`config.mk`:
```
export PLATFORM = sky130hd
export DESIGN_NAME = cell_monitor_serial_command_decoder
export DESIGN_NICKNAME = d
export VERILOG_FILES = /design/src/shared/cell_monitor_pkg.sv /design/src/hw/cell_monitor_serial_command_decoder.sv /design/src/hw/pin_synchroniser.sv
export SDC_FILE = /design/constraint.sdc
export NUM_CORES = 1
export LEC_CHECK = 0
export ABC_AREA = 1
export BUFFER_PORTS_ARGS = -buffer_cell sky130_fd_sc_hd__buf_4
export CORE_UTILIZATION = 40
export DETAILED_ROUTE_END_ITERATION = 7
export PLACE_DENSITY = 0.64
export REMOVE_ABC_BUFFERS = 1
export SKIP_CTS_REPAIR_TIMING = 1
export SYNTH_ARGS = -nofsm -noshare
export SYNTH_HDL_FRONTEND = slang
export SYNTH_HIERARCHICAL = 1
export SYNTH_SLANG_ARGS = --single-unit
```
`constraint.sdc`:
```
create_clock -name clock -period 3.95 [get_ports clock]
set_clock_uncertainty 0.15 [all_clocks]
set_input_delay 0.1975 -clock clock [delete_from_list [all_inputs] [get_ports clock]]
set_output_delay 0.1975 -clock clock [all_outputs]
set_load 0.01 [all_outputs]
```
`src/shared/cell_monitor_pkg.sv`:
```
// Shared constants and types for the cell monitor command decoder
`default_nettype none
package cell_monitor_pkg;

  localparam int CMD_WIDTH = 6;
  localparam int CELLS = 4;
  localparam int SWITCHES = 5;

  // Command word fields
  localparam int GROUP_MSB = 5;
  localparam int GROUP_LSB = 3;
  localparam int CODE_MSB = 2;
  localparam int CODE_LSB = 0;

  // Function groups (register offsets)
  localparam logic [2:0] GRP_RESET = 3'h0;
  localparam logic [2:0] GRP_CELL_MON = 3'h1;
  localparam logic [2:0] GRP_FET = 3'h2;
  localparam logic [2:0] GRP_MUX = 3'h3;
  localparam logic [2:0] GRP_REG = 3'h4;
  localparam logic [2:0] GRP_BALANCE = 3'h5;

  // Fet_drive_control bit positions inside the code (low means driven high)
  localparam int FET_CHARGE_BIT = 2;
  localparam int FET_DISCHARGE_BIT = 1;
  localparam int FET_PRECHARGE_BIT = 0;
  localparam logic [2:0] FET_RESET = 3'h0;

  // Multiplexer codes
  localparam logic [2:0] MUX_GROUND_A = 3'h0;
  localparam logic [2:0] MUX_ROUTE = 3'h1;
  localparam logic [2:0] MUX_GROUND_B = 3'h2;
  localparam logic [2:0] MUX_GROUND_C = 3'h3;

  // Regulator codes
  localparam logic [2:0] REG_33_A = 3'h0;
  localparam logic [2:0] REG_POWER_DOWN = 3'h1;
  localparam logic [2:0] REG_50 = 3'h2;
  localparam logic [2:0] REG_33_B = 3'h3;

  // Cell measurement select: bit 2 picks offset, bits 1:0 pick the cell
  localparam int OFFSET_BIT = 2;
  localparam logic [2:0] CELL_SEL_RESET = 3'h0;

  // Balance codes
  localparam logic [2:0] BAL_ALL_OPEN = 3'h0;
  localparam logic [2:0] BAL_FIRST_HIGH = 3'h4;
  localparam logic [2:0] BAL_ALIAS_BASE = 3'h5;
  localparam logic [3:0] BAL_RESET = 4'h0;

  // Pins from the host side, all outside the clock domain
  typedef struct packed {
    logic select_n;
    logic shift_clock;
    logic serial_data_in;
    logic discharge_override_in;
    logic charge_override_in;
    logic charger_present_in;
  } pins_s;

  // Idle levels of the pins while reset is applied
  localparam pins_s PINS_IDLE = '{select_n: 1'b1, default: 1'b0};

  // One switch pair of the measurement circuit, index 0..4 per row
  typedef struct packed {
    logic [SWITCHES-1:0] upper;
    logic [SWITCHES-1:0] lower;
  } switch_pair_s;

endpackage
`default_nettype wire

```
`src/hw/cell_monitor_serial_command_decoder.sv`:
```
// Serial command decoder and output control of the cell monitor
`default_nettype none
// What this block does
// - Shift bits only while select is low
// - Sample one bit per rising shift clock, LSB first
// - Select rising copies shift register and acts
// - Upper three bits pick group; 110/111 ignored
// - Codes 0-3 cell voltage, 4-7 cell offset
// - Close matching upper and lower switch pair
// - FET bit low drives its output high
// - Reset drives all three FET outputs high
// - Mux 001 routes measurement, 0/2/3 ground
// - Grounded output stops detection, power save
// - Reset grounds output, opens detection switches
// - Regulator 0/3 is 3.3V, 2 5V, 1 off
// - Reset selects 3.3V regulator output
// - Charger present blocks power down
// - Power down holds all FET outputs high
// - Power down: discharge high, pulldown, regulator off
// - Balance 0 opens all, others close one
// - Balance switches accumulate over commands
// - Reset opens all balance switches
// - Discharge override drives discharge output high
// - Charge override drives charge and precharge high
// - Overrides win over serial FET settings
module cell_monitor_serial_command_decoder #(
  parameter int CMD_BITS = cell_monitor_pkg::CMD_WIDTH
) (
  // Clock and reset
  input wire logic clock,
  input wire logic reset,
  // Serial command port
  input wire logic select_n,
  input wire logic shift_clock,
  input wire logic serial_data_in,
  // Direct FET overrides and charger sense
  input wire logic discharge_override_in,
  input wire logic charge_override_in,
  input wire logic charger_present_in,
  // FET drives
  output logic charge_fet_drive,
  output logic discharge_fet_drive,
  output logic precharge_fet_drive,
  // Measurement switches, index 0..4, and analog output control
  output logic [cell_monitor_pkg::SWITCHES-1:0] cell_switch_upper,
  output logic [cell_monitor_pkg::SWITCHES-1:0] cell_switch_lower,
  output logic mux_route_measurement,
  output logic detect_enable,
  // Regulator and power state
  output logic regulator_enable,
  output logic regulator_5v_sel,
  output logic power_down,
  output logic charger_pulldown,
  // Cell balance switches
  output logic [cell_monitor_pkg::CELLS-1:0] balance_switch,
  // Last latched command word
  output logic [cell_monitor_pkg::CMD_WIDTH-1:0] command_latch
);

  if (CMD_BITS != cell_monitor_pkg::CMD_WIDTH) begin : g_bad_cmd
    $error("Command decoder serves only six-bit commands");
  end

  ////////////////////////////////////////////////////////////////////////
  // Pin sampling

  cell_monitor_pkg::pins_s pins_raw;
  cell_monitor_pkg::pins_s pins;
  logic shift_clock_prev;
  logic select_n_prev;

  assign pins_raw = '{select_n: select_n, shift_clock: shift_clock,
    serial_data_in: serial_data_in,
    discharge_override_in: discharge_override_in,
    charge_override_in: charge_override_in,
    charger_present_in: charger_present_in};

  pin_synchroniser #(
    .WIDTH($bits(cell_monitor_pkg::pins_s)),
    .RESET_VALUE(cell_monitor_pkg::PINS_IDLE)
  ) u_sync (
    .clock(clock),
    .reset(reset),
    .pins(pins_raw),
    .levels(pins)
  );

  // Data travels through the same stages as the clock, so setup holds
  wire shift_edge = pins.shift_clock && !shift_clock_prev;
  wire shift_take = shift_edge && !pins.select_n;
  wire cmd_strobe = pins.select_n && !select_n_prev;

  always_ff @(posedge clock) begin
    if (reset) begin
      shift_clock_prev <= 1'b0;
      select_n_prev <= 1'b1;
    end else begin
      shift_clock_prev <= pins.shift_clock;
      select_n_prev <= pins.select_n;
    end
  end

  ////////////////////////////////////////////////////////////////////////
  // Shift register: newest bit enters at the top, so after six bits D0
  // sits at bit 0; more than six edges simply keep the last six

  logic [CMD_BITS-1:0] shift_reg;
  wire [CMD_BITS-1:0] next_shift_reg =
    {pins.serial_data_in, shift_reg[CMD_BITS-1:1]};

  always_ff @(posedge clock) begin
    if (reset) begin
      shift_reg <= '0;
    end else if (shift_take) begin
      shift_reg <= next_shift_reg;
    end
  end

  ////////////////////////////////////////////////////////////////////////
  // Command decode

  wire [2:0] group = shift_reg[cell_monitor_pkg::GROUP_MSB:
    cell_monitor_pkg::GROUP_LSB];
  wire [2:0] code = shift_reg[cell_monitor_pkg::CODE_MSB:
    cell_monitor_pkg::CODE_LSB];

  // While powered down only a regulator command is heard
  wire cmd_live = cmd_strobe && (!power_down
    || group == cell_monitor_pkg::GRP_REG);
  wire hit_reset = cmd_live && group == cell_monitor_pkg::GRP_RESET;
  wire hit_cell = cmd_live && group == cell_monitor_pkg::GRP_CELL_MON;
  wire hit_fet = cmd_live && group == cell_monitor_pkg::GRP_FET;
  wire hit_mux = cmd_live && group == cell_monitor_pkg::GRP_MUX;
  wire hit_reg = cmd_live && group == cell_monitor_pkg::GRP_REG;
  wire hit_bal = cmd_live && group == cell_monitor_pkg::GRP_BALANCE;
  // A reset command restores the same defaults as the reset pin
  wire soft_reset = reset || hit_reset;

  // Switch pair for one measurement code: cell n closes Sn1 and S(n+1)2,
  // offset closes S(n+1)1 and S(n+1)2, index 5 wraps to 0
  function automatic cell_monitor_pkg::switch_pair_s
      switch_pair(input logic [2:0] sel);
    cell_monitor_pkg::switch_pair_s pair;
    logic [2:0] cell_num;
    logic [2:0] below;
    pair = '0;
    cell_num = {1'b0, sel[1:0]} + 3'h1;
    below = (cell_num == 3'h4) ? 3'h0 : cell_num + 3'h1;
    pair.lower[below] = 1'b1;
    if (sel[cell_monitor_pkg::OFFSET_BIT]) begin
      pair.upper[below] = 1'b1;
    end else begin
      pair.upper[cell_num] = 1'b1;
    end
    return pair;
  endfunction

  ////////////////////////////////////////////////////////////////////////
  // Latched group settings

  logic [2:0] cell_sel;
  logic [2:0] fet_bits;
  logic route;
  logic reg_5v;
  logic pd;
  logic [cell_monitor_pkg::CELLS-1:0] balance;

  logic charger_s;
  logic dis_ovr_s;
  logic chg_ovr_s;
  assign charger_s = pins.charger_present_in;
  assign dis_ovr_s = pins.discharge_override_in;
  assign chg_ovr_s = pins.charge_override_in;

  wire mux_is_ground = code == cell_monitor_pkg::MUX_GROUND_A
    || code == cell_monitor_pkg::MUX_GROUND_B
    || code == cell_monitor_pkg::MUX_GROUND_C;
  wire [2:0] bal_index = (code >= cell_monitor_pkg::BAL_ALIAS_BASE)
    ? code - cell_monitor_pkg::BAL_ALIAS_BASE : code - 3'h1;
  wire bal_close = code != cell_monitor_pkg::BAL_ALL_OPEN;
  wire [cell_monitor_pkg::CELLS-1:0] bal_bit =
    bal_close ? 4'h1 << bal_index[1:0] : 4'h0;

  wire reg_is_33 = code == cell_monitor_pkg::REG_33_A
    || code == cell_monitor_pkg::REG_33_B;
  wire reg_is_50 = code == cell_monitor_pkg::REG_50;
  wire reg_is_pd = code == cell_monitor_pkg::REG_POWER_DOWN;

  always_ff @(posedge clock) begin
    if (soft_reset) begin
      cell_sel <= cell_monitor_pkg::CELL_SEL_RESET;
      fet_bits <= cell_monitor_pkg::FET_RESET;
      route <= 1'b0;
      reg_5v <= 1'b0;
      balance <= cell_monitor_pkg::BAL_RESET;
    end else begin
      if (hit_cell) begin
        cell_sel <= code;
      end
      if (hit_fet) begin
        fet_bits <= code;
      end
      if (hit_mux && code == cell_monitor_pkg::MUX_ROUTE) begin
        route <= 1'b1;
      end else if (hit_mux && mux_is_ground) begin
        route <= 1'b0;
      end
      if (hit_reg && reg_is_33) begin
        reg_5v <= 1'b0;
      end else if (hit_reg && reg_is_50) begin
        reg_5v <= 1'b1;
      end
      if (hit_bal && !bal_close) begin
        balance <= '0;
      end else if (hit_bal) begin
        balance <= balance | bal_bit;
      end
    end
  end

  // Power down: entered by command unless a charger is present, left
  // when a charger revives the regulator or a 3.3V or 5V regulator command arrives
  always_ff @(posedge clock) begin
    if (soft_reset || charger_s) begin
      pd <= 1'b0;
    end else if (hit_reg && reg_is_pd) begin
      pd <= 1'b1;
    end else if (hit_reg && (reg_is_33 || reg_is_50)) begin
      pd <= 1'b0;
    end
  end

  ////////////////////////////////////////////////////////////////////////
  // Output stage: every output is a flop

  cell_monitor_pkg::switch_pair_s pair_now;
  assign pair_now = switch_pair(cell_sel);

  // Overrides sit after the latch, so serial traffic cannot mask them
  wire next_charge = !fet_bits[cell_monitor_pkg::FET_CHARGE_BIT]
    || pd || chg_ovr_s;
  wire next_discharge = !fet_bits[cell_monitor_pkg::FET_DISCHARGE_BIT]
    || pd || dis_ovr_s;
  wire next_precharge = !fet_bits[cell_monitor_pkg::FET_PRECHARGE_BIT]
    || pd || chg_ovr_s;
  // Switches close only while the output routes and power is up
  wire next_detect = route && !pd;
  wire [cell_monitor_pkg::SWITCHES-1:0] next_upper =
    next_detect ? pair_now.upper : '0;
  wire [cell_monitor_pkg::SWITCHES-1:0] next_lower =
    next_detect ? pair_now.lower : '0;

  always_ff @(posedge clock) begin
    if (reset) begin
      charge_fet_drive <= 1'b1;
      discharge_fet_drive <= 1'b1;
      precharge_fet_drive <= 1'b1;
      cell_switch_upper <= '0;
      cell_switch_lower <= '0;
      mux_route_measurement <= 1'b0;
      detect_enable <= 1'b0;
      regulator_enable <= 1'b1;
      regulator_5v_sel <= 1'b0;
      power_down <= 1'b0;
      charger_pulldown <= 1'b0;
      balance_switch <= '0;
      command_latch <= '0;
    end else begin
      charge_fet_drive <= next_charge;
      discharge_fet_drive <= next_discharge;
      precharge_fet_drive <= next_precharge;
      cell_switch_upper <= next_upper;
      cell_switch_lower <= next_lower;
      mux_route_measurement <= next_detect;
      detect_enable <= next_detect;
      regulator_enable <= !pd;
      regulator_5v_sel <= reg_5v && !pd;
      power_down <= pd;
      charger_pulldown <= pd;
      balance_switch <= pd ? '0 : balance;
      if (cmd_strobe) begin
        command_latch <= shift_reg;
      end
    end
  end

  ////////////////////////////////////////////////////////////////////////
  // Checks

  property p_shift_gated;
    @(posedge clock) disable iff (reset)
      pins.select_n |=> $stable(shift_reg);
  endproperty
  a_shift_gated: assert property (p_shift_gated)
    else $error("Shift register moved while select was high");

  property p_shift_bit;
    @(posedge clock) disable iff (reset)
      shift_take |=> shift_reg[CMD_BITS-1] == $past(pins.serial_data_in)
        && shift_reg[CMD_BITS-2:0] == $past(shift_reg[CMD_BITS-1:1]);
  endproperty
  a_shift_bit: assert property (p_shift_bit)
    else $error("Shifted bit not taken at the top");

  property p_latch;
    @(posedge clock) disable iff (reset)
      cmd_strobe |=> command_latch == $past(shift_reg);
  endproperty
  a_latch: assert property (p_latch)
    else $error("Command latch did not copy the shift register");

  property p_fet_cmd;
    @(posedge clock) disable iff (reset)
      hit_fet && !charger_s && !dis_ovr_s && !chg_ovr_s
        ##1 !dis_ovr_s && !chg_ovr_s && !pd
        |=> charge_fet_drive == !$past(code[2], 2)
          && discharge_fet_drive == !$past(code[1], 2)
          && precharge_fet_drive == !$past(code[0], 2);
  endproperty
  a_fet_cmd: assert property (p_fet_cmd)
    else $error("FET outputs do not follow the FET command");

  property p_reset_defaults;
    @(posedge clock) disable iff (reset)
      $fell(reset) |-> charge_fet_drive && discharge_fet_drive
        && precharge_fet_drive && cell_switch_upper == '0
        && balance_switch == '0 && regulator_enable
        && !regulator_5v_sel;
  endproperty
  a_reset_defaults: assert property (p_reset_defaults)
    else $error("Reset defaults not shown after reset");

  property p_ground_saves;
    @(posedge clock) disable iff (reset)
      !route || pd |=> !detect_enable && !mux_route_measurement
        && cell_switch_upper == '0 && cell_switch_lower == '0;
  endproperty
  a_ground_saves: assert property (p_ground_saves)
    else $error("Switches closed while the output is grounded");

  property p_regulator_50;
    @(posedge clock) disable iff (reset)
      hit_reg && reg_is_50 && !charger_s ##1 !pd |=> regulator_5v_sel;
  endproperty
  a_regulator_50: assert property (p_regulator_50)
    else $error("Five volt select not taken");

  property p_charger_blocks;
    @(posedge clock) disable iff (reset)
      charger_s |=> !pd ##1 !power_down;
  endproperty
  a_charger_blocks: assert property (p_charger_blocks)
    else $error("Power down entered with charger present");

  property p_pd_fets;
    @(posedge clock) disable iff (reset)
      pd |=> charge_fet_drive && discharge_fet_drive
        && precharge_fet_drive && !regulator_enable && charger_pulldown;
  endproperty
  a_pd_fets: assert property (p_pd_fets)
    else $error("Power down did not force FETs and regulator");

  property p_balance_open;
    @(posedge clock) disable iff (reset)
      hit_bal && !bal_close |=> balance == '0;
  endproperty
  a_balance_open: assert property (p_balance_open)
    else $error("Balance all-open command left a switch closed");

  property p_balance_keep;
    @(posedge clock) disable iff (reset)
      hit_bal |=> (balance & $past(balance)) == $past(balance)
        || !$past(bal_close);
  endproperty
  a_balance_keep: assert property (p_balance_keep)
    else $error("Balance switch dropped by a later command");

  property p_dis_override;
    @(posedge clock) disable iff (reset)
      dis_ovr_s |=> discharge_fet_drive;
  endproperty
  a_dis_override: assert property (p_dis_override)
    else $error("Discharge override not honoured");

  property p_chg_override;
    @(posedge clock) disable iff (reset)
      chg_ovr_s |=> charge_fet_drive && precharge_fet_drive;
  endproperty
  a_chg_override: assert property (p_chg_override)
    else $error("Charge override not honoured");

  property p_group_hold;
    @(posedge clock) disable iff (reset)
      !hit_fet && !soft_reset |=> $stable(fet_bits);
  endproperty
  a_group_hold: assert property (p_group_hold)
    else $error("FET setting changed without a FET command");

endmodule
`default_nettype wire

```
`src/hw/pin_synchroniser.sv`:
```
// Three-stage pin synchroniser with agreement filter
`default_nettype none
module pin_synchroniser #(
  parameter int WIDTH = 1,
  parameter logic [WIDTH-1:0] RESET_VALUE = '0
) (
  // Clock and reset
  input wire logic clock,
  input wire logic reset,
  // Pins and filtered levels
  input wire logic [WIDTH-1:0] pins,
  output logic [WIDTH-1:0] levels
);

  logic [WIDTH-1:0] stage1;
  logic [WIDTH-1:0] stage2;
  logic [WIDTH-1:0] stage3;
  wire [WIDTH-1:0] agree = ~(stage2 ^ stage3);
  wire [WIDTH-1:0] next_levels = (agree & stage3) | (~agree & levels);

  if (WIDTH < 1) begin : g_bad_width
    $error("pin_synchroniser needs WIDTH of at least 1");
  end

  // Stage 1 feeds stage 2 only; the filter looks at stages 2 and 3
  always_ff @(posedge clock) begin
    if (reset) begin
      stage1 <= RESET_VALUE;
      stage2 <= RESET_VALUE;
      stage3 <= RESET_VALUE;
      levels <= RESET_VALUE;
    end else begin
      stage1 <= pins;
      stage2 <= stage1;
      stage3 <= stage2;
      levels <= next_levels;
    end
  end

endmodule
`default_nettype wire

```
Word level (Yosys, flattened, before mapping)
Cells that the tools add are included.

Flip-flop bits (word level): 72. Input port bits: 8. Output and inout bits: 29.

Add/sub/neg operators: 4. Magnitude comparators: 5. Equality and inequality tests: 9. Shifts and indexed selects: 1. Muxes and demuxes: 12. Bitwise gates (word level): 8. Reductions and logical operators: 52.

Operators by type and width (count): $logic_and A1 B1 Y1 (21); $logic_or A1 B1 Y1 (13); $and A6 B6 Y6 (2); $eq A3 B2 Y1 const B (4); $not A6 Y6 (2); $eq A3 B3 Y1 const B (3); $logic_not A1 Y1 (9); $lt A3 B4 Y1 const B (2); $reduce_or A2 Y1 (4); $demux W1 S3 (2); $eq A3 B1 Y1 const B (2); $ge A3 B1 Y1 const B (2); $logic_not A3 Y1 (2); $mux W1 (6); $or A6 B6 Y6 (1); $xor A6 B6 Y6 (1); $mux W5 (1); $mux W4 (1); $or A4 B4 Y4 (1); $reduce_bool A2 Y1 (2); $shl A1 B2 Y4 const A (1); $sub A2 B1 Y2 const B (2); $add A2 B1 Y3 const B (1); $add A3 B1 Y3 const B (1); 5 further kinds (5).

Logic depth before layout (Yosys ltp)
Depth after elaboration: 8. Depth in mapped cells: 8.

Modules after synthesis
Netlist, hierarchy kept.

By module, submodules not included: cell_monitor_serial_command_decoder (instances 1, cells an instance 216, area each 1721.7 µm²); pin_synchroniser (instances 1, cells an instance 83, area each 738.2 µm²).

Least setup slack after synthesis
OpenSTA, ideal clock, no wires.

Path type: register to register. From: register (tool-made name). To: register pd. Library setup time: 0.116 ns. Data arrival time: 0.977 ns. Data required time: 3.684 ns. Slack: 2.707 ns. Cell stages (with the launch flop): 9. Clock period less this slack: 1.243 ns. Cell sequence: dfxtp_1 -> inv_1 -> nor2_2 -> buf_4 -> nand2_4 -> nor2_4 -> nand2_1 -> o21ai_0 -> nor2_1.

RTL lines: end signal, assigned (line cell_monitor_serial_command_decoder.sv:225) `pd <= 1'b0;`; end signal, assigned (line cell_monitor_serial_command_decoder.sv:227) `pd <= 1'b1;`; end signal, assigned (line cell_monitor_serial_command_decoder.sv:229) `pd <= 1'b0;`; end, declared (line cell_monitor_serial_command_decoder.sv:165) `logic pd;`.

==> impl_metrics.csv <==
group,metric,value,unit
status,status,"finished, final reports clean",
critical_path,critPathMaxFanout,11,
floorplanning,row_count,28,
yosys,synth_seq_area_share,0.586,
yosys,ys_ff_latch,72,
critical_path,crit_required,4.04,ns
cells_and_area,area_growth,22.8,%
routing,avgViaCountPerCell,4.37,
floorplanning,initial_utilization,0.415,
cells_and_area,fin_cells,425,
job,drv_cap,0,
sta,maxSlewViolCount,0,
sta,rsz0062_at_grt,"false",
clock_tree,clk_pin_slew,0.07,ns
pwr,power,1.33,mW
sta,whs,0.0534,ns
floorplanning,io_pins,37,
routing,first_pass_iters,4,
sta,finalCriticalPeriod,1.64,ns
pwr,worst_ir_drop_vdd,283,uV
critical_path,start_kind,"flop",
floorplanning,die_w,80.4,um
clock_tree,clock_tree.buffer_depth,2,
sta,hold_violations,0,
pwr,leakagePower,1.37,nW
placement,preCtsSetupSlack,2.33,ns
clock_tree,cts.sinks,72,
routing,drt-total-wl,4.23,mm
routing,drc,0,
sta,tns,0,ns
yosys,syn_inst,299,
cells_and_area,layout-drive-gt1-share,0.177,
sta,fin_ws,2.31,ns
yosys,syn_area,0.00246,mm2
critical_path,path_class,"flop to flop",
global_route,grt.overflow.total,0,
global_route,grt_pass1_vias,1663,
pwr,p_per_area,441,mW/mm2
routing,post_drt_wl_per_cell,9.95,um
critical_path,cp.arrival,1.73,ns
sta,fin_crit_sh,0.414,
placement,place_inst,403,
sta,setup_viol,0,
cells_and_area,diodes,0,
placement,place_hpwl,2.94,mm
yosys,yosys_warnings,6,
clock_tree,cts_root_buf,"clkbuf_8",
global_route,grt_first_pass_wirelength,7.02,mm
yosys,ys_types,24,
min_path,hold_class,"primary input to flop",
global_route,antenna_found_initial,0,
clock_tree,cts_tree,"built",
floorplanning,core,0.00592,mm2
floorplanning,die_y,80.4,um
routing,first_iter_violations,108,
clock_tree,cts_htree_levels,3,
clock_tree,clk_latency,0.35,ns
routing,vias,1856,
routing,antenna_left,0,
critical_path,crit_path_end_kind,"flop",
sta,timing.fmax,611,MHz
floorplanning,die_area,0.00647,mm2
placement,io_buffers,36,
global_route,track_usage,0.148,
yosys,postSynthAreaPerCell,8.23,um2
global_route,grt_max_degree,28,
placement,gp_congestion,0.800,
cells_and_area,fin_nets,353,
clock_tree,cts_buffers,9,
-- logic make-up (layout without fill, tap and decap cells) --
kind of cell	after synthesis	count (layout)	synth area share
compound gates	42	42	0.0890
buf+inv	59	110	0.103
flops	72	72	0.586
other cells	1	1	0.00152
simple gates	125	125	0.220
-- per-layer routing --
layer | global-route usage | part of all wire
met2 | 0.247 | 0.46
met4 | 0.0714 | 0.020
met3 | 0.0716 | 0.060
met5 | 0 | 0
met1 | 0.156 | 0.46
-- final timing paths --
| check | start | endpoint | slack, ns | cells past startpoint |
|---|---|---|---|---|
| hold reg to reg | u_sync/stage1[3] | u_sync/stage2[3] | 0.25 | 2 |
| setup / recovery | flop | balance[1] | 2.31 | 7 |
| hold / removal | reset | u_sync/stage1[2] | 0.05 | 2 |
| setup reg to reg | flop | balance[1] | 2.31 | 7 |
-- area by class of cell --
type,count,area [um2]
Clock buffer,10,138
Timing Repair Buffer,42,330
Inverter,52,195
Tap cell,75,93.8
Clock inverter,6,58.8
Multi-Input combinational cell,168,764
Fill cell,585,2900
Sequential cell,72,1440
-- critical path, stage by stage, from the launching register on --
cell	delay, ns
dfxtp_1	0.39
inv_1	0.10
nor2_2	0.36
nand3_1	0.12
nand2_1	0.16
inv_2	0.10
nand2_2	0.11
nor2_1	0.05
-- placed cells by master, fill, tap and decap left out, types with 2 or more instances in the layout --
cell / n
a21oi_1: 21
buf_4: 36
clkbuf_8: 10
clkinv_2: 4
dfxtp_1: 72
dlygate4sd3_1: 6
inv_1: 50
inv_2: 2
nand2_1: 37
nand2_2: 2
nand3_1: 11
nand4_1: 3
nor2_1: 60
nor2_2: 2
nor2_4: 3
nor3_1: 3
o21ai_0: 18
or2_1: 3
-- stage by stage --
stage	util	cell area, um2
after floorplan	-	2400
after CTS	0.500	2960
final	0.510	3020
after global routing	0.510	3020
after global placement	0.467	2770
after detailed placement	0.467	2770
-- synthesized netlist by cell type --
library cell,n,share of area
dfxtp_1,72,0.59
nand4_1,3,0.0076
nand3_1,11,0.022
nand2_4,1,0.0046
nand2_2,2,0.0051
nor2_2,2,0.0051
nand2_1,37,0.056
inv_1,50,0.076
o211a_1,1,0.0041
clkbuf_2,1,0.0020
nor3_1,3,0.0061
buf_2,1,0.0020
nor2_1,60,0.092
a211oi_1,1,0.0031
or2_1,3,0.0076
o21ai_0,18,0.037
buf_4,3,0.0092
nor2_4,3,0.014
buf_8,1,0.0061
conb_1,1,0.0015
inv_2,2,0.0031
buf_6,1,0.0046
a31oi_1,1,0.0025
a21oi_1,21,0.043
-- power by group --
| part | internal, mW | switching, mW | leakage (nW) |
|---|---|---|---|
| combinational | 0.0149 | 0.0176 | 0.684 |
| clock | 0.305 | 0.258 | 0.106 |
| sequential | 0.734 | 0.00296 | 0.584 |
| total | 1.05 | 0.278 | 1.37 |
No activity file was read; power rests on OpenSTA's default activity.
